<file path="src/nsri_pkg.sv">
// Overview of operation
// - LTE indicator high while registered on LTE, low otherwise.
// - Searching: activity indicator high 200 ms, low 1800 ms, repeating.
// - Registered idle: activity indicator high 234 ms, low 266 ms, repeating.
// - Data transfer: activity indicator low 63 ms, high 62 ms, repeating.
// - Voice call: activity indicator held steadily high.
// - Ring indicator rests high when no notification is pending, except in the always-low configuration, where it rests low.
// - Each new notification drives one 120 ms low ring pulse by default.
// - Notifications on any port trigger the ring pulse.
// - Ring behaviour is configurable; default idle-high low-pulse until changed.
// - Notification port selectable among three ports; defaults to USB command port.
// - After power-on ring pin is high 2 s, then low 1.2 s, then normal.
`default_nettype none
package nsri_pkg;
   timeunit 1ns;
   timeprecision 1ns;
   localparam int unsigned CLK_HZ = 50_000_000;
   localparam int unsigned MS_CYCLES = CLK_HZ / 1000;
   localparam int unsigned SEARCH_HI_MS = 200;
   localparam int unsigned SEARCH_LO_MS = 1800;
   localparam int unsigned IDLE_HI_MS = 234;
   localparam int unsigned IDLE_LO_MS = 266;
   localparam int unsigned DATA_LO_MS = 63;
   localparam int unsigned DATA_HI_MS = 62;
   localparam int unsigned RING_PULSE_MS = 120;
   localparam int unsigned BOOT_HI_MS = 2000;
   localparam int unsigned BOOT_LO_MS = 1200;
   localparam logic [1:0] PORT_MAIN_UART = 2'h0;
   localparam logic [1:0] PORT_USB_CMD = 2'h1;
   localparam logic [1:0] PORT_USB_MODEM = 2'h2;
   localparam logic [1:0] RING_CFG_PULSE = 2'h0;
   localparam logic [1:0] RING_CFG_OFF = 2'h1;
   localparam logic [1:0] RING_CFG_ALWAYS_LOW = 2'h2;
   typedef enum logic [2:0] {ACT_OFF, ACT_SEARCH, ACT_IDLE, ACT_DATA, ACT_VOICE} nsri_act_type;
   typedef enum logic [1:0] {RI_BOOT_HI, RI_BOOT_LO, RI_IDLE, RI_PULSE} nsri_ri_type;
endpackage : nsri_pkg
`default_nettype wire

</file>
<file path="src/nsri_top.sv">
`default_nettype none
module nsri_top #(
   parameter int unsigned MS_CYCLES = nsri_pkg::MS_CYCLES
) (
   input wire logic clk_sys,
   input wire logic rstn,
   input wire logic lte_registered,
   input wire logic net_searching,
   input wire logic net_idle,
   input wire logic data_active,
   input wire logic voice_active,
   input wire logic [2:0] notify_issue,
   input wire logic [1:0] notification_port_select,
   input wire logic [1:0] ring_behaviour_config,
   output logic lte_registered_indicator,
   output logic network_activity_indicator,
   output logic ring_indicator_out,
   output logic [1:0] notify_port_active
);
   timeunit 1ns;
   timeprecision 1ns;
   // Millisecond tick divider.
   logic [31:0] div_q;
   logic tick_q;
   always_ff @(posedge clk_sys or negedge rstn)
   begin
      if (!rstn)
      begin
         div_q <= 32'h0000_0000;
         tick_q <= 1'b0;
      end
      else
      begin
         tick_q <= (div_q == MS_CYCLES - 1);
         div_q <= (div_q == MS_CYCLES - 1) ? 32'h0000_0000 : div_q + 32'h0000_0001;
      end
   end

   // Activity mode selection by priority.
   nsri_pkg::nsri_act_type mode_d, mode_q;
   assign mode_d = voice_active ? nsri_pkg::ACT_VOICE :
                   data_active ? nsri_pkg::ACT_DATA :
                   net_idle ? nsri_pkg::ACT_IDLE :
                   net_searching ? nsri_pkg::ACT_SEARCH : nsri_pkg::ACT_OFF;
   wire mode_chg = (mode_d != mode_q);

   // Phase lengths of the current pattern; first phase is listed first.
   logic [11:0] ph0_len, ph1_len;
   logic ph0_lvl;
   always_comb
   begin
      case (mode_q)
         nsri_pkg::ACT_SEARCH:
         begin
            ph0_len = 12'(nsri_pkg::SEARCH_HI_MS);
            ph1_len = 12'(nsri_pkg::SEARCH_LO_MS);
            ph0_lvl = 1'b1;
         end
         nsri_pkg::ACT_IDLE:
         begin
            ph0_len = 12'(nsri_pkg::IDLE_HI_MS);
            ph1_len = 12'(nsri_pkg::IDLE_LO_MS);
            ph0_lvl = 1'b1;
         end
         nsri_pkg::ACT_DATA:
         begin
            ph0_len = 12'(nsri_pkg::DATA_LO_MS);
            ph1_len = 12'(nsri_pkg::DATA_HI_MS);
            ph0_lvl = 1'b0;
         end
         default:
         begin
            ph0_len = 12'h001;
            ph1_len = 12'h001;
            ph0_lvl = 1'b0;
         end
      endcase
   end

   // Blink pattern generator.
   logic [11:0] ph_cnt_q;
   logic ph_q;
   wire [11:0] cur_len = ph_q ? ph1_len : ph0_len;
   wire ph_end = tick_q && (ph_cnt_q == cur_len - 12'h001);
   wire blink_lvl = ph_q ? ~ph0_lvl : ph0_lvl;
   always_ff @(posedge clk_sys or negedge rstn)
   begin
      if (!rstn)
      begin
         mode_q <= nsri_pkg::ACT_OFF;
         ph_cnt_q <= 12'h000;
         ph_q <= 1'b0;
      end
      else if (mode_chg)
      begin
         mode_q <= mode_d;
         ph_cnt_q <= 12'h000;
         ph_q <= 1'b0;
      end
      else if (ph_end)
      begin
         ph_cnt_q <= 12'h000;
         ph_q <= ~ph_q;
      end
      else if (tick_q)
         ph_cnt_q <= ph_cnt_q + 12'h001;
   end

   // Indicator outputs, registered.
   wire act_lvl = (mode_q == nsri_pkg::ACT_VOICE) ? 1'b1 :
                  (mode_q == nsri_pkg::ACT_OFF) ? 1'b0 : blink_lvl;
   always_ff @(posedge clk_sys or negedge rstn)
   begin
      if (!rstn)
      begin
         lte_registered_indicator <= 1'b0;
         network_activity_indicator <= 1'b0;
      end
      else
      begin
         lte_registered_indicator <= lte_registered;
         network_activity_indicator <= act_lvl;
      end
   end

   // Notification port register; power-up default is the USB command port.
   logic [1:0] port_q;
   always_ff @(posedge clk_sys or negedge rstn)
   begin
      if (!rstn)
         port_q <= nsri_pkg::PORT_USB_CMD;
      else if (notification_port_select <= nsri_pkg::PORT_USB_MODEM)
         port_q <= notification_port_select;
   end
   assign notify_port_active = port_q;

   // Any notification on any port requests a ring pulse.
   wire notify_any = |notify_issue;

   // Ring indicator sequencer with power-up phase.
   nsri_pkg::nsri_ri_type ri_q;
   logic [11:0] ri_cnt_q;
   logic ri_out_q;
   wire [11:0] ri_len = (ri_q == nsri_pkg::RI_BOOT_HI) ? 12'(nsri_pkg::BOOT_HI_MS) :
                        (ri_q == nsri_pkg::RI_BOOT_LO) ? 12'(nsri_pkg::BOOT_LO_MS) :
                        12'(nsri_pkg::RING_PULSE_MS);
   wire ri_done = tick_q && (ri_cnt_q == ri_len - 12'h001);
   wire cfg_pulse = (ring_behaviour_config == nsri_pkg::RING_CFG_PULSE);
   wire cfg_low = (ring_behaviour_config == nsri_pkg::RING_CFG_ALWAYS_LOW);
   always_ff @(posedge clk_sys or negedge rstn)
   begin
      if (!rstn)
      begin
         ri_q <= nsri_pkg::RI_BOOT_HI;
         ri_cnt_q <= 12'h000;
         ri_out_q <= 1'b1;
      end
      else
      begin
         case (ri_q)
            nsri_pkg::RI_BOOT_HI, nsri_pkg::RI_BOOT_LO:
            begin
               ri_out_q <= (ri_q == nsri_pkg::RI_BOOT_HI);
               if (ri_done)
               begin
                  ri_cnt_q <= 12'h000;
                  ri_q <= (ri_q == nsri_pkg::RI_BOOT_HI) ? nsri_pkg::RI_BOOT_LO : nsri_pkg::RI_IDLE;
                  ri_out_q <= (ri_q == nsri_pkg::RI_BOOT_LO) ? ~cfg_low : 1'b0;
               end
               else if (tick_q)
                  ri_cnt_q <= ri_cnt_q + 12'h001;
            end
            nsri_pkg::RI_IDLE:
            begin
               ri_cnt_q <= 12'h000;
               ri_out_q <= ~cfg_low;
               if (notify_any && cfg_pulse)
               begin
                  ri_q <= nsri_pkg::RI_PULSE;
                  ri_out_q <= 1'b0;
               end
            end
            nsri_pkg::RI_PULSE:
            begin
               ri_out_q <= 1'b0;
               if (ri_done)
               begin
                  ri_q <= nsri_pkg::RI_IDLE;
                  ri_cnt_q <= 12'h000;
                  ri_out_q <= ~cfg_low;
               end
               else if (tick_q)
                  ri_cnt_q <= ri_cnt_q + 12'h001;
            end
            default:
               ri_q <= nsri_pkg::RI_IDLE;
         endcase
      end
   end
   assign ring_indicator_out = ri_out_q;

   // Checks on the indicator behaviour.
   chk_lte_follow: assert property (@(posedge clk_sys) disable iff (!rstn)
      ##1 lte_registered_indicator == $past(lte_registered))
      else $error("LTE indicator does not follow registration");
   chk_voice_high: assert property (@(posedge clk_sys) disable iff (!rstn)
      (mode_q == nsri_pkg::ACT_VOICE) |=> network_activity_indicator)
      else $error("Activity indicator low during voice call");
   chk_off_low: assert property (@(posedge clk_sys) disable iff (!rstn)
      (mode_q == nsri_pkg::ACT_OFF) |=> !network_activity_indicator)
      else $error("Activity indicator high with no network");
   chk_voice_prio: assert property (@(posedge clk_sys) disable iff (!rstn)
      voice_active |=> mode_q == nsri_pkg::ACT_VOICE)
      else $error("Voice call not given priority");
   chk_restart_phase: assert property (@(posedge clk_sys) disable iff (!rstn)
      mode_chg |=> (ph_cnt_q == 12'h000) && !ph_q)
      else $error("Pattern change did not restart phase");
   chk_tick_period: assert property (@(posedge clk_sys) disable iff (!rstn)
      tick_q |=> !tick_q [*2])
      else $error("Millisecond tick too frequent");
   chk_ring_start: assert property (@(posedge clk_sys) disable iff (!rstn)
      (ri_q == nsri_pkg::RI_IDLE && notify_any && cfg_pulse) |=> !ring_indicator_out && ri_q == nsri_pkg::RI_PULSE)
      else $error("Notification did not start ring pulse");
   chk_ring_idle: assert property (@(posedge clk_sys) disable iff (!rstn)
      (ri_q == nsri_pkg::RI_IDLE && !notify_any && cfg_pulse) |=> ring_indicator_out)
      else $error("Ring indicator not high while idle");
   chk_ring_len: assert property (@(posedge clk_sys) disable iff (!rstn)
      (ri_q == nsri_pkg::RI_PULSE) |-> ri_cnt_q < 12'(nsri_pkg::RING_PULSE_MS))
      else $error("Ring pulse overran its length");
   chk_boot_high: assert property (@(posedge clk_sys) disable iff (!rstn)
      (ri_q == nsri_pkg::RI_BOOT_HI && !ri_done) |=> ring_indicator_out)
      else $error("Ring pin not high in first power-up phase");
   chk_port_default: assert property (@(posedge clk_sys)
      !rstn |=> port_q == nsri_pkg::PORT_USB_CMD || rstn)
      else $error("Notification port default wrong");
   cov_voice: cover property (@(posedge clk_sys) disable iff (!rstn) mode_q == nsri_pkg::ACT_VOICE);
   cov_data_toggle: cover property (@(posedge clk_sys) disable iff (!rstn) mode_q == nsri_pkg::ACT_DATA && ph_end);
   cov_ring_pulse: cover property (@(posedge clk_sys) disable iff (!rstn) ri_q == nsri_pkg::RI_PULSE && ri_done);
endmodule : nsri_top
`default_nettype wire

</file>
<file path="config.mk">
export PLATFORM = sky130hd
export DESIGN_NAME = nsri_top
export DESIGN_NICKNAME = d
export VERILOG_FILES = /design/src/nsri_pkg.sv /design/src/nsri_top.sv
export SDC_FILE = /design/constraint.sdc
export NUM_CORES = 1
export LEC_CHECK = 0
export CAP_MARGIN = 20
export CORE_MARGIN = 4
export CORE_UTILIZATION = 41
export CTS_BUF_LIST = sky130_fd_sc_hd__clkbuf_8
export DETAILED_ROUTE_END_ITERATION = 12
export DONT_BUFFER_PORTS = 1
export PLACE_DENSITY = 0.54
export SLEW_MARGIN = 20
export SYNTH_ARGS = -nofsm -noshare
export SYNTH_HDL_FRONTEND = slang
export SYNTH_SLANG_ARGS = --single-unit
</file>
<file path="constraint.sdc">
create_clock -name clk_sys -period 2.4 [get_ports clk_sys]
set_input_delay 0.36 -clock clk_sys [delete_from_list [all_inputs] [get_ports clk_sys]]
set_output_delay 0.36 -clock clk_sys [all_outputs]
set_load 0.01 [all_outputs]
</file>
# ---- Word level (Yosys, flattened, before mapping)
# Index checks and enable logic that the tools add are counted.
dict set report classes {
  n_addsub 5
  eq_ne 16
  muxes 32
  n_bitwise 3
  n_reduce_logical 13
  magnitude_cmp 1
}
# operator count
set op_table {}
lappend op_table {{12-bit 2-to-1 mux} 6}
lappend op_table {{11-bit one-hot mux with 3 select lines} 1}
lappend op_table {{32-bit by 1-bit adder with 32-bit output (second input constant)} 1}
lappend op_table {{32-bit by 16-bit equality test with 1-bit output (second input constant)} 1}
lappend op_table {{32-bit 2-to-1 mux} 1}
lappend op_table {{12-bit by 1-bit adder with 12-bit output (second input constant)} 2}
lappend op_table {{12-bit equality test} 2}
lappend op_table {{12-bit one-hot mux with 2 select lines} 1}
lappend op_table {{8-bit one-hot mux with 3 select lines} 1}
lappend op_table {{11-bit 2-to-1 mux} 2}
lappend op_table {{2-bit 2-to-1 mux} 6}
lappend op_table {{11-bit by 1-bit subtractor with 12-bit output (second input constant)} 1}
lappend op_table {{12-bit by 1-bit subtractor with 12-bit output (second input constant)} 1}
lappend op_table {{1-bit 2-to-1 mux} 11}
lappend op_table {{2-bit equality test (second input constant)} 3}
lappend op_table {{3-bit by 2-bit equality test with 1-bit output (second input constant)} 2}
lappend op_table {{2-bit inequality test (second input constant)} 3}
lappend op_table {{2-bit one-hot mux with 3 select lines} 1}
lappend op_table {{3-bit OR reduction} 2}
lappend op_table {{2-bit zero test} 2}
lappend op_table {{2-bit OR reduction} 2}
lappend op_table {{3-bit by 1-bit equality test with 1-bit output (second input constant)} 1}
lappend op_table {{3-bit equality test (second input constant)} 1}
lappend op_table {{1-bit logical AND} 3}
lappend op_table {{11 further kinds} 13}
dict set report totals {
  ff_bits 68
  wordCells 81
}

# ---- Logic depth before layout (Yosys ltp)
# Gate-level depths: netlist of run 1.
dict set report logic_depth {
  depth_word 8
  depth_mapped 11
  mapped_depth_nobuf 9
}

# ---- Worst setup path after synthesis of run 1
# OpenSTA, ideal clock, no wires.
dict set report synth_path {
  path_type {flip-flop to flip-flop}
  startpoint {register mode_q[1]}
  endpoint {register ph_cnt_q[10]}
  setup_time_ns 0.121
  path_buffers 2
  stages_incl_launch_ff 12
  t_required_ns 2.279
  synth_period_minus_slack_ns 2.264
  slack_ns 0.136
  t_arrival_ns 2.143
  path_cell_list {dfrtp_1 -> buf_2 -> o21bai_1 -> a31oi_1 -> ha_1 -> a21o_1 -> a221o_1 -> o21ai_0 -> and4_1 -> a21bo_2 -> buf_2 -> nor2_1}
}
dict set report synth_between {
  elab_chain_len 8
  elab_cells_between_ends 13
  classes_between {1 x add/sub; 5 x eq/ne; 5 x mux; 2 x reduce/logical}
}
# element line
set synth_rtl {}
lappend synth_rtl {{start: declaration} nsri_top.sv:40} ;# nsri_pkg::nsri_act_type mode_d, mode_q;
lappend synth_rtl {{start signal: assignment} nsri_top.sv:90} ;# mode_q <= nsri_pkg::ACT_OFF;
lappend synth_rtl {{start signal: assignment} nsri_top.sv:96} ;# mode_q <= mode_d;
lappend synth_rtl {{3-bit by 2-bit equality test with 1-bit output or 3-bit by 1-bit equality test with 1-bit output (tied branches)} nsri_top.sv:52} ;# case (mode_q)
lappend synth_rtl {{8-bit one-hot mux with 3 select lines or 11-bit one-hot mux with 3 select lines (tied branches)} nsri_top.sv:52}
lappend synth_rtl {{12-bit 2-to-1 mux} nsri_top.sv:83} ;# wire [11:0] cur_len = ph_q ? ph1_len : ph0_len;
lappend synth_rtl {{12-bit by 1-bit subtractor with 12-bit output} nsri_top.sv:84} ;# wire ph_end = tick_q && (ph_cnt_q == cur_len - 12'h001);
lappend synth_rtl {{12-bit equality test} nsri_top.sv:84}
lappend synth_rtl {{1-bit logical AND} nsri_top.sv:84}
lappend synth_rtl {{12-bit 2-to-1 mux} nsri_top.sv:100} ;# else if (ph_end)
lappend synth_rtl {{12-bit 2-to-1 mux} nsri_top.sv:94} ;# else if (mode_chg)
lappend synth_rtl {{end signal: assignment} nsri_top.sv:106} ;# ph_cnt_q <= ph_cnt_q + 12'h001;
lappend synth_rtl {{end: declaration} nsri_top.sv:81} ;# logic [11:0] ph_cnt_q;
# Parallel ways exist; a longest one is shown, timed or not.
# A chain may end at the register's enable or synchronous reset.

# ---- Worst setup path in the final report of run 1
dict set report layout_path {
  startpoint {register mode_q[2]}
  endpoint {register ph_cnt_q[0]}
}
# Same word-level chain as after synthesis.

==> results of run 1 <==
[cell type report]
| cell class | instances | area (um2) |
|---|---|---|
| fill | 812 | 4298 |
| multi-input combinational | 274 | 1836 |
| sequential | 68 | 1704 |
| timing repair buffer | 18 | 157.7 |
| clock buffer | 11 | 151.4 |
| tap | 105 | 131.4 |
| clock inverter | 5 | 58.81 |
| inverter | 12 | 45.04 |
[state kept, by name, summed over array words and instances, names as in the netlist]
signal,cells
lte_registered_indicator,1
mode_q,3
ph_q,1
ring_indicator_out,1
notify_port_active,2
ri_q,2
div_q,32
network_activity_indicator,1
tick_q,1
ri_cnt_q,12
ph_cnt_q,12
[kinds of logic after synthesis]
family / after synthesis / synth area share [%]
AND/OR/NAND/NOR: 160 / 23.09
buffers and inverters: 22 / 2.877
XOR/XNOR: 57 / 14.04
AO/OA/AOI/OAI: 50 / 10.85
flip-flops: 68 / 47.21
multiplexers: 2 / 0.5546
adder cells (fa/ha/maj): 4 / 1.387
[synthesized netlist by cell type (3+ instances only)]
library cell / n
sky130_fd_sc_hd__clkbuf_1: 3
sky130_fd_sc_hd__and4_1: 4
sky130_fd_sc_hd__xor2_1: 22
sky130_fd_sc_hd__xnor2_1: 34
sky130_fd_sc_hd__a21oi_1: 5
sky130_fd_sc_hd__o31ai_1: 7
sky130_fd_sc_hd__o21ai_0: 8
sky130_fd_sc_hd__dfrtp_1: 66
sky130_fd_sc_hd__nand2_1: 22
sky130_fd_sc_hd__a21o_1: 3
sky130_fd_sc_hd__nor3_1: 8
sky130_fd_sc_hd__o311ai_0: 3
sky130_fd_sc_hd__nor2_1: 45
sky130_fd_sc_hd__a22o_1: 6
sky130_fd_sc_hd__ha_1: 4
sky130_fd_sc_hd__and3_1: 13
sky130_fd_sc_hd__nand4_1: 13
sky130_fd_sc_hd__nor4_1: 6
sky130_fd_sc_hd__nor2b_1: 11
sky130_fd_sc_hd__inv_1: 12
sky130_fd_sc_hd__nand3_1: 23
sky130_fd_sc_hd__buf_2: 5
[timing repair]
action                                  4_1_cts  5_1_grt
endpoints found under the hold margin        68        0
endpoints found under the setup margin        0       13
resized for setup                             0        4
hold buffers                                  2        0
[worst reg2reg max path, cell delays in order (launching register included)]
cell and delay (ps):
sky130_fd_sc_hd__dfrtp_1 410, sky130_fd_sc_hd__o21bai_1 180, sky130_fd_sc_hd__a31oi_1 200, sky130_fd_sc_hd__ha_2 320, sky130_fd_sc_hd__xnor2_1 120, sky130_fd_sc_hd__nor3_1 130, sky130_fd_sc_hd__nand3_1 150, sky130_fd_sc_hd__nor4_4 230
sky130_fd_sc_hd__nand2_1 160, sky130_fd_sc_hd__a22o_1 210
[per-layer routing]
layer | vias up | global-route usage, % | routed length [um] | share of wire (%)
li1 | 1322 | - | - | -
met1 | 1285 | 19.94 | 3404 | 48
met2 | 29 | 24.65 | 3414 | 48
met3 | 4 | 3.754 | 207 | 2.9
met4 | 0 | 4.844 | 68 | 0.96
met5 | - | 0 | 0 | 0
[final timing paths]
| check | startpoint | slack [ps] | depth (start not counted) | end |
|---|---|---|---|---|
| max in group asynchronous | rstn | 1510 | 2 | notify_port_active[0] |
| hold / removal | lte_registered | 50 | 0 | lte_registered_indicator |
| hold reg to reg | div_q[0] | 450 | 1 | div_q[0] |
| setup reg to reg | mode_q[2] | 190 | 9 | ph_cnt_q[0] |
| setup / recovery | mode_q[2] | 190 | 9 | ph_cnt_q[0] |
| min in group asynchronous | rstn | 570 | 2 | ri_q[1] |
[cell usage in the layout (no fill, tap or decap), drive strengths merged, types with 3 or more instances in the layout]
master	Yosys	final
or4	3	3
a21oi	6	6
xnor2	34	34
nor4	6	6
xor2	23	23
o21ai	8	8
nor2b	11	11
nand2	22	22
nor2	46	46
nand3	23	23
and4	4	4
and3	13	13
nor3	8	8
a21o	3	3
clkbuf	3	11
ha	4	4
buf	7	17
o31ai	7	7
inv	12	13
o311ai	3	3
nand4	13	13
dfrtp	66	66
a22o	6	6
[stage by stage]
| step | instance area [um2] | power, uW | instances |
|---|---|---|---|
| floorplan | 3610 | 1255 | 363 |
| global placement | 3802 | 1280 | 474 |
| detailed placement | 3802 | 1281 | 474 |
| CTS | 4050 | 2313 | 492 |
| global route | 4084 | 2381 | 493 |
| finish | 4084 | 2275 | 493 |
[power breakdown]
group          switching, uW  internal (uW)  total (uW)
Combinational           80.8           51.2         132
Sequential              7.45           1150        1160
Clock                    444            539         982
==> run summary, run 1 <==
GR Util All Layers - 15.12%
Max rail drop VDD - 0.3838 mV
die footprint - 0.01037 mm2
TritonCTS sink count - 68
Starting DRT DRC Count - 63
post-route clock period utilization - 91.98%
number of top-level design ports - 19
number of diodes added for antenna fixing - 0
number of antenna violations at the first check in global routing - 0
cell types with the largest area share after synthesis - sky130_fd_sc_hd__dfrtp_1 46%, sky130_fd_sc_hd__xnor2_1 8.2%, sky130_fd_sc_hd__xor2_1 5.3%
Pwr Density - 557.2 mW/mm2
status - finished, final reports clean
sequential fraction of the synthesis area - 47.21%
Setup-failing EPs final - 0
Post-Syn Instances - 363
Worst Setup Slack, final - 192.4 ps
final hold violations - 0
Yosys warnings - 0
Setup WS pre-CTS - 64.17 ps
Root Buffer Master - sky130_fd_sc_hd__clkbuf_8
Routed Wire Length - 7095 um
shortest clock period the worst path allows after layout - 2208 ps
area growth from synthesis to layout - 13.14%
remaining number of nets flagged by the antenna check after routing - 0
number of nets produced by synthesis - 381
total number of H-tree levels - 3
MaxCap Viol Count - 0
DPL Wire Length - 4869 um
Critical Setup Path Class - reg -> reg
horizontal die dimension - 101.8 um
wire length of the first global-routing pass - 12510 um
core footprint - 0.008382 mm2
final core area utilization - 48.72%
maximum clock path buffer count - 2
detailed-router iteration count before antenna repair - 4
DR vias/cell - 5.355
family with the most delay on the worst path - simple AND/OR/NAND/NOR gates
pin count of the biggest net entering global routing - 69
via count of the first global-routing pass - 2719
kind of start point of the critical path - flop
slowest stage cell on the critical path - sky130_fd_sc_hd__dfrtp_1
standard-cell rows - 33
Worst Path Arrival - 2430 ps
number of buffers inserted by port buffering - 0
actual slew at the worst max-slew pin - 479.9 ps
Worst-Skew Late Latency - 330 ps
highest net fanout along the worst path - 4
final setup skew - 7.198 ps
top-area cell type share of the netlist area - 45.75%
fraction of synthesis flops using an asynchronous set or reset pin - 100.0%
maximum clock frequency - 453.0 MHz
RD Place Congestion - 0.8545
DRC violations left - 0
Min-Delay Path Class - in -> reg
cells along the critical path - o21bai_1, a31oi_1, ha_2, xnor2_1, nor3_1, nand3_1, nor4_4, nand2_1, a22o_1
Post-synth EDFFs - 0
vertical extent of the die - 101.8 um
headroom to the max-slew limit - 67.98%
post-synthesis instance area - 0.003610 mm2
Critical path buffers and inverters - 0
peak per-stage delay on the critical path - 410 ps
final layout net count - 401
Hold Worst Slack - 46.92 ps
starting utilization of the core area - 43.07%
number of distinct library cell variants in the gate-level netlist after synthesis - 53
layout cell share with drive strength beyond 1 - 11.60%
Synth area leader - sky130_fd_sc_hd__dfrtp_1
final setup TNS - 0 ps
via count of the routed design - 2640
Pleak - 0.001769 uW
Synth Area per Inst - 9.944 um2
data required time at the worst endpoint - 2620 ps
gr ovfl total - 0
TritonCTS clock tree - yes
number of register bits inferred by synthesis - 68
primary flip-flop cell chosen by synthesis mapping - sky130_fd_sc_hd__dfrtp_1
number of max-slew violations in the final report - 0
post-CTS setup-driven buffer insertion count - 0
number of clock buffers inserted by TritonCTS - 9
post-CTS clock slew at the launch and capture registers of the worst setup and hold paths - 80 ps
routed wire length per instance - 14.39 um
kind of capture point of the worst setup path - flop
Note: power is estimated with default switching activity, not from simulation.
==> inputs of run 2 (changes only) <==
==> constraint.sdc (replaced) <==
create_clock -name clk_sys -period 1.78 [get_ports clk_sys]
set_input_delay 0.267 -clock clk_sys [delete_from_list [all_inputs] [get_ports clk_sys]]
set_output_delay 0.267 -clock clk_sys [all_outputs]
set_load 0.02 [all_outputs]
==> run 2 against run 1 <==
Sequential power is 36% higher. Routed wire length is 7.2% higher. Largest cell class unchanged. Power is 39% higher. Clock-buffer cell count is 2 lower. Setup slack worse by 500 ps. The run now ends with hold timing, setup timing left. Clock power is 44% higher. Global-route usage is 0.83 points higher. Maximum frequency is 5.6% higher. Cell area is 9.6% higher. Sequential share of layout area is 3.6 points lower. Cell count is 5.7% higher.
==> run summary, run 2 (same netlist as run 1, synthesis figures left out) <==
die footprint - 0.01037 mm2 (unchanged)
via count of the first global-routing pass - 2767 (+1.8%)
via count of the routed design - 2755 (+4.4%)
actual slew at the worst max-slew pin - 409.7 ps (-70.24 ps)
shortest clock period the worst path allows after layout - 2090 ps (-117.9 ps)
Starting DRT DRC Count - 73 (+16%)
routed wire length per instance - 14.60 um (+1.4%)
number of clock buffers inserted by TritonCTS - 9 (unchanged)
horizontal die dimension - 101.8 um (unchanged)
switching share of power - 23.22% (-0.15 points)
Pwr Density - 709.2 mW/mm2 (+27%)
slowest stage cell on the critical path - sky130_fd_sc_hd__dfrtp_1
cells along the critical path - o21bai_4, a31oi_4, ha_4, xnor2_2, nor3_2, nand3_2, nor4_4, a21bo_4, nor2_1
commonest cells after routing, fill and taps aside - 64 x sky130_fd_sc_hd__dfrtp_1, 41 x sky130_fd_sc_hd__buf_4, 37 x sky130_fd_sc_hd__nor2_1
maximum clock frequency - 478.5 MHz (+5.6%)
maximum clock path buffer count - 2 (unchanged)
Logic pwr share - 6.0% (+0.2 points)
vertical extent of the die - 101.8 um (unchanged)
final setup skew - 6.423 ps (-0.7751 ps)
status - finished with violations
number of diodes added for antenna fixing - 0 (unchanged)
Min-Delay Path Class - in -> async
pin count of the biggest net entering global routing - 69 (unchanged)
net switching component of the power - 737.0 uW (+39%)
Worst Setup Slack, final - -309.7 ps (-502.1 ps)
DRC violations left - 0 (unchanged)
Hold Worst Slack - -388.2 ps (-435.1 ps)
data required time at the worst endpoint - 2010 ps (-610 ps)
kind of start point of the critical path - flop
standard-cell rows - 33 (unchanged)
final layout net count - 429 (+7.0%)
DR vias/cell - 5.288 (-1.3%)
number of max-slew violations in the final report - 0 (unchanged)
kind of capture point of the worst setup path - flop
Worst Path Arrival - 2320 ps (-110 ps)
post-route clock period utilization - 117.4% (+25 points)
final hold violations - 68 (+68)
detailed-router iteration count before antenna repair - 4 (unchanged)
post-CTS clock slew at the launch and capture registers of the worst setup and hold paths - 80 ps (about the same)
highest net fanout along the worst path - 11 (+7)
most common cell after layout, fill and taps aside - sky130_fd_sc_hd__dfrtp_1
TritonCTS sink count - 68 (unchanged)
DPL Wire Length - 5232 um (+7.5%)
number of top-level design ports - 19 (unchanged)
layout cell share with drive strength beyond 1 - 23.56% (+12 points)
Pleak - 0.001929 uW (+9.0%)
number of buffers inserted by port buffering - 0 (unchanged)
number of antenna violations at the first check in global routing - 0 (unchanged)
Setup-failing EPs final - 26 (+26)
Setup WS pre-CTS - -348.1 ps (-412.3 ps)
peak per-stage delay on the critical path - 380 ps (-30 ps)
RD Place Congestion - 0.8378 (-2.0%)
final core area utilization - 53.40% (+4.7 points)
starting utilization of the core area - 43.07% (unchanged)
RSZ-0062 raised after global routing - yes
part of the power in the clock network - 44.3% (+1.1 points)
wire length of the first global-routing pass - 13060 um (+4.4%)
Max rail drop VDD - 0.3369 mV (-12%)
TritonCTS clock tree - yes
gr ovfl total - 0 (unchanged)
Internal Pwr Total - 2437 uW (+40%)
family with the most delay on the worst path - simple AND/OR/NAND/NOR gates
remaining number of nets flagged by the antenna check after routing - 0 (unchanged)
Root Buffer Master - sky130_fd_sc_hd__clkbuf_8
DP Area - 0.004058 mm2 (+6.7%)
GR Util All Layers - 15.95% (+0.83 points)
CTS Hold Bufs - 3 (+1)
core footprint - 0.008382 mm2 (unchanged)
share of total power in sequential cells - 49.6% (-1.4 points)
register with the most flip-flops - div_q
total number of H-tree levels - 3 (unchanged)
registers with the highest flip-flop counts - div_q x32, ph_cnt_q x12, ri_cnt_q x12
final std cell area, no fill - 0.004476 mm2 (+9.6%)
Routed Wire Length - 7604 um (+7.2%)
headroom to the max-slew limit - 72.34% (+4.4 points)
Critical path buffers and inverters - 0 (unchanged)
area growth from synthesis to layout - 23.99%
number of flip-flops in the largest register - 32 (unchanged)
Critical Setup Path Class - reg -> reg
violated checks - hold timing, setup timing
MaxCap Viol Count - 0 (unchanged)
Worst-Skew Late Latency - 340 ps (about the same)
run 2: cell types whose count changed in the layout (fill, tap and decap cells not counted), sizes merged:
cell / before / now
clkinv: 1 / 4
bufinv: 1 / 2
a21bo: 2 / 1
clkinvlp: 2 / 1
dlygate4sd3: 1 / 3
buf: 17 / 44
clkbuf: 11 / 9
inv: 13 / 12
run 2: cell type report:
cell class | instances | area [um2]
Fill cell | 763 | 3906
Multi-Input combinational cell | 273 | 1993
Sequential cell | 68 | 1707
Timing Repair Buffer | 47 | 384.1
Tap cell | 105 | 131.4
Clock buffer | 9 | 123.9
Clock inverter | 7 | 91.34
Inverter | 12 | 45.04
run 2: path summary, 6_finish.rpt:
path / start / cells past startpoint / slack [ps] / end
max: mode_q[2] / 9 / -310 / ph_cnt_q[6]
min reg2reg: div_q[0] / 1 / 460 / div_q[0]
max reg2reg: mode_q[2] / 9 / -310 / ph_cnt_q[6]
min: rstn / 0 / -390 / network_activity_indicator
min in group clk_sys: notification_port_select[0] / 1 / 30 / notify_port_active[1]
max in group asynchronous: rstn / 0 / 1960 / notify_port_active[0]
run 2: timing repair:
item / CTS / global route
endpoints found under the hold margin: 73 / 68
gates resized for setup: 13 / 29
endpoints found under the setup margin: 14 / 30
pin swaps: 6 / 12
setup buffers: 0 / 0
run 2: worst reg2reg max path, stage by stage (launching register included):
cell,delay (ps)
sky130_fd_sc_hd__dfrtp_1,380
sky130_fd_sc_hd__o21bai_4,180
sky130_fd_sc_hd__a31oi_4,180
sky130_fd_sc_hd__ha_4,230
sky130_fd_sc_hd__xnor2_2,130
sky130_fd_sc_hd__nor3_2,150
sky130_fd_sc_hd__nand3_2,120
sky130_fd_sc_hd__nor4_4,280
sky130_fd_sc_hd__a21bo_4,260
sky130_fd_sc_hd__nor2_1,80
run 2: power groups by stage:
| stage | Combinational (uW) | Sequential (uW) | Clock [uW] |
|---|---|---|---|
| 2_1_floorplan | 110 | 1600 | 0 |
| 3_3_place_gp | 154 | 1600 | 0 |
| 3_5_place_dp | 156 | 1600 | 0 |
| 4_1_cts | 177 | 1580 | 1440 |
| 5_1_grt | 209 | 1580 | 1510 |
| 6_report | 192 | 1580 | 1410 |
run 2: stage by stage:
stage,instances,TNS [ps],total power [uW]
after floorplan,363,-3631,1711
after global placement,502,-3856,1759
after detailed placement,502,-4198,1760
after CTS,521,-3353,3195
after global routing,521,-6460,3300
final,521,-4539,3174
run 2: routing by layer:
metal  GRT usage [%]  vias to the layer above  share of wire, %
li1                -                     1377                 -
met1           21.91                     1324                47
met2           24.65                       39                47
met3           3.549                       15               3.2
met4           6.458                        0               2.0
met5               0                        -                 0
==> inputs of run 3 (changes only) <==
- CORE_UTILIZATION: 41 -> 60
- PLACE_DENSITY: 0.54 -> 0.73
- clock period: 1.78 -> 2 ns (I/O delays scaled with it)
==> run 3 against run 2 <==
The run ends with setup timing left. Register-to-register slack gained 200 ps. Non-clock buffer count down 13. Routed wire length fell by 0.57%. Power decreased by 9.1%. Clock power fell by 9.9%.
==> run summary, run 3 (same netlist as run 1, synthesis figures left out) <==
remaining number of nets flagged by the antenna check after routing - 0 (unchanged)
DPL Wire Length - 5160 um (-1.4%)
data required time at the worst endpoint - 2220 ps (+210 ps)
Hold Startpoint - notification_port_select[1]
registers with the highest flip-flop counts - div_q x32, ph_cnt_q x12, ri_cnt_q x12
MaxCap Viol Count - 0 (unchanged)
horizontal die dimension - 85.57 um (-16%)
reg-to-reg critical path endpoint - ph_cnt_q[8]
number of buffers inserted by port buffering - 0 (unchanged)
flip-flop and latch area - 0.001707 mm2 (unchanged)
Routed Wire Length - 7561 um (-0.57%)
Setup WS pre-CTS - -270.3 ps (+77.82 ps)
final std cell area, no fill - 0.004300 mm2 (-3.9%)
post-CTS clock slew at the launch and capture registers of the worst setup and hold paths - 80 ps (about the same)
TritonCTS sink count - 68 (unchanged)
most common cell after layout, fill and taps aside - sky130_fd_sc_hd__dfrtp_1
number of flip-flops in the largest register - 32 (unchanged)
vertical extent of the die - 85.57 um (-16%)
share of total power in sequential cells - 48.7% (-0.9 points)
layout cell share with drive strength beyond 1 - 19.55% (-4.0 points)
violated checks - setup timing
total design power - 2885 uW (-9.1%)
FF-to-FF Start - mode_q[2]
actual slew at the worst max-slew pin - 461.0 ps (+51.28 ps)
register with the most flip-flops - div_q
most used routing layer - met2
cells along the critical path - o21bai_4, a31oi_4, ha_4, xnor2_2, nor3_2, nand3_2, nor4_4, a21bo_2, a21oi_2
Worst-Skew Late Latency - 340 ps (about the same)
Hold Worst Slack - 22.52 ps (+410.7 ps)
final hold violations - 0 (-100%)
part of the power in the clock network - 44.2% (about the same)
total number of H-tree levels - 3 (unchanged)
slowest stage cell on the critical path - sky130_fd_sc_hd__dfrtp_1
kind of capture point of the worst setup path - flop
Setup-failing EPs final - 13 (-50%)
DP Area - 0.003896 mm2 (-4.0%)
final setup skew - 9.193 ps (+2.770 ps)
Internal Pwr Total - 2213 uW (-9.2%)
number of top-level design ports - 19 (unchanged)
GR Util All Layers - 22.25% (+6.3 points)
highest net fanout along the worst path - 5 (-6)
footprint of the multi-input gates - 0.001949 mm2 (-2.2%)
met1 GRT Util - 29.67% (+7.8 points)
routed wire length per instance - 15.88 um (+8.8%)
DRC violations left - 0 (unchanged)
Logic pwr share - 7.2% (+1.2 points)
area growth from synthesis to layout - 19.13%
kind of start point of the critical path - flop
via count of the routed design - 2812 (+2.1%)
final core area utilization - 75.77% (+22 points)
peak per-stage delay on the critical path - 400 ps (+20 ps)
shortest clock period the worst path allows after layout - 2107 ps (+17.06 ps)
maximum clock frequency - 474.7 MHz (-0.81%)
Max rail drop VDD - 0.6266 mV (+86%)
number of diodes added for antenna fixing - 0 (unchanged)
count of filler cells inserted in the layout - 355 (-53%)
Starting DRT DRC Count - 156 (+110%)
detailed-router iteration count before antenna repair - 4 (unchanged)
status - finished with violations
switching share of power - 23.28% (+0.064 points)
net switching component of the power - 671.7 uW (-8.9%)
Worst Path Arrival - 2320 ps (about the same)
starting utilization of the core area - 63.60% (+21 points)
final layout net count - 417 (-2.8%)
DR vias/cell - 5.908 (+12%)
TritonCTS clock tree - yes
RSZ-0062 raised after global routing - yes
headroom to the max-slew limit - 68.88% (-3.5 points)
number of antenna violations at the first check in global routing - 0 (unchanged)
GR Layer Usage met3 - 3.746% (+0.20 points)
Pwr Density - 670.8 mW/mm2 (-5.4%)
destination of the worst hold path - notify_port_active[0]
commonest cells after routing, fill and taps aside - 64 x sky130_fd_sc_hd__dfrtp_1, 42 x sky130_fd_sc_hd__nor2_1, 32 x sky130_fd_sc_hd__xnor2_1
family with the most delay on the worst path - compound AO/OA/AOI/OAI gates
Min-Delay Path Class - in -> reg
number of clock buffers inserted by TritonCTS - 9 (unchanged)
wire length of the first global-routing pass - 13010 um (-0.37%)
Cells on Worst Hold Path - 1
die footprint - 0.007321 mm2 (-29%)
RD Place Congestion - 0.8928 (+6.6%)
gr ovfl total - 0 (unchanged)
post-route clock period utilization - 105.3% (-12 points)
Pleak - 0.001890 uW (-2.0%)
Root Buffer Master - sky130_fd_sc_hd__clkbuf_8
Worst Reg2Reg Path Length in Cells - 9 (unchanged)
pin count of the biggest net entering global routing - 69 (unchanged)
Critical Setup Path Class - reg -> reg
met2 layer usage reported by global route - 36.58% (+12 points)
maximum clock path buffer count - 2 (unchanged)
via count of the first global-routing pass - 2821 (+2.0%)
standard-cell rows - 27 (-18%)
number of max-slew violations in the final report - 0 (unchanged)
core footprint - 0.005675 mm2 (-32%)
minimum setup slack among reg-to-reg paths - -110 ps (+200 ps)
Critical path buffers and inverters - 0 (unchanged)
Worst Setup Slack, final - -106.7 ps (+202.9 ps)
## run 3: cell count changes in the layout (fill, tap and decap cells not counted), sizes merged
cell,previous run,this run
a21bo,1,2
clkinv,4,2
clkbuf,9,10
buf,44,31
inv,12,13
## run 3: timing repair
action | in CTS | in global routing
endpoints found under the hold margin | 70 | 0
hold buffers | 4 | 0
resized for setup | 8 | 14
pin swaps | 13 | 4
cloned | 1 | 0
setup endpoints to repair | 13 | 13
buffers inserted | 1 | 0
## run 3: how the worst max path moves through the flow
stage | from | to | slack, ps | depth (start not counted)
CTS | mode_q[2] | ph_cnt_q[0] | -190 | 9
global placement | mode_q[0] | ph_cnt_q[1] | -150 | 9
global route | mode_q[2] | ph_cnt_q[0] | -210 | 9
detailed placement | mode_q[2] | ph_cnt_q[1] | -270 | 9
floorplan | mode_q[2] | ph_cnt_q[2] | -20 | 10
finish | mode_q[2] | ph_cnt_q[8] | -110 | 9
## run 3: worst reg2reg max path, stage by stage, from the launching register on
cell	delay [ps]
sky130_fd_sc_hd__dfrtp_1	400
sky130_fd_sc_hd__o21bai_4	190
sky130_fd_sc_hd__a31oi_4	180
sky130_fd_sc_hd__ha_4	230
sky130_fd_sc_hd__xnor2_2	140
sky130_fd_sc_hd__nor3_2	140
sky130_fd_sc_hd__nand3_2	120
sky130_fd_sc_hd__nor4_4	260
sky130_fd_sc_hd__a21bo_2	280
sky130_fd_sc_hd__a21oi_2	40
## run 3: layer usage
layer	routed length [um]	share of wire [%]
met3	312	4.1
met5	0	0
met1	3378	45
met2	3752	50
met4	117	1.5
## run 3: power groups by stage
| stage | Sequential, uW | Combinational (uW) | Clock (uW) |
|---|---|---|---|
| finish | 1400 | 206 | 1270 |
| global route | 1400 | 227 | 1360 |
| CTS | 1400 | 189 | 1310 |
| detailed placement | 1430 | 134 | 0 |
| global placement | 1430 | 132 | 0 |
| floorplan | 1430 | 97.6 | 0 |
## run 3: metrics by stage
step | instances | TNS [ps]
after floorplan | 363 | -240.0
after global placement | 454 | -1193
after detailed placement | 454 | -2168
after CTS | 476 | -1762
after global routing | 476 | -2347
final | 476 | -1075
## run 3: cell type report
class / instances / area share (%)
Multi-Input combinational cell: 274 / 45.33
Sequential cell: 68 / 39.69
Timing Repair Buffer: 34 / 6.576
Clock buffer: 10 / 3.200
Tap cell: 72 / 2.095
Clock inverter: 6 / 2.066
Inverter: 12 / 1.047
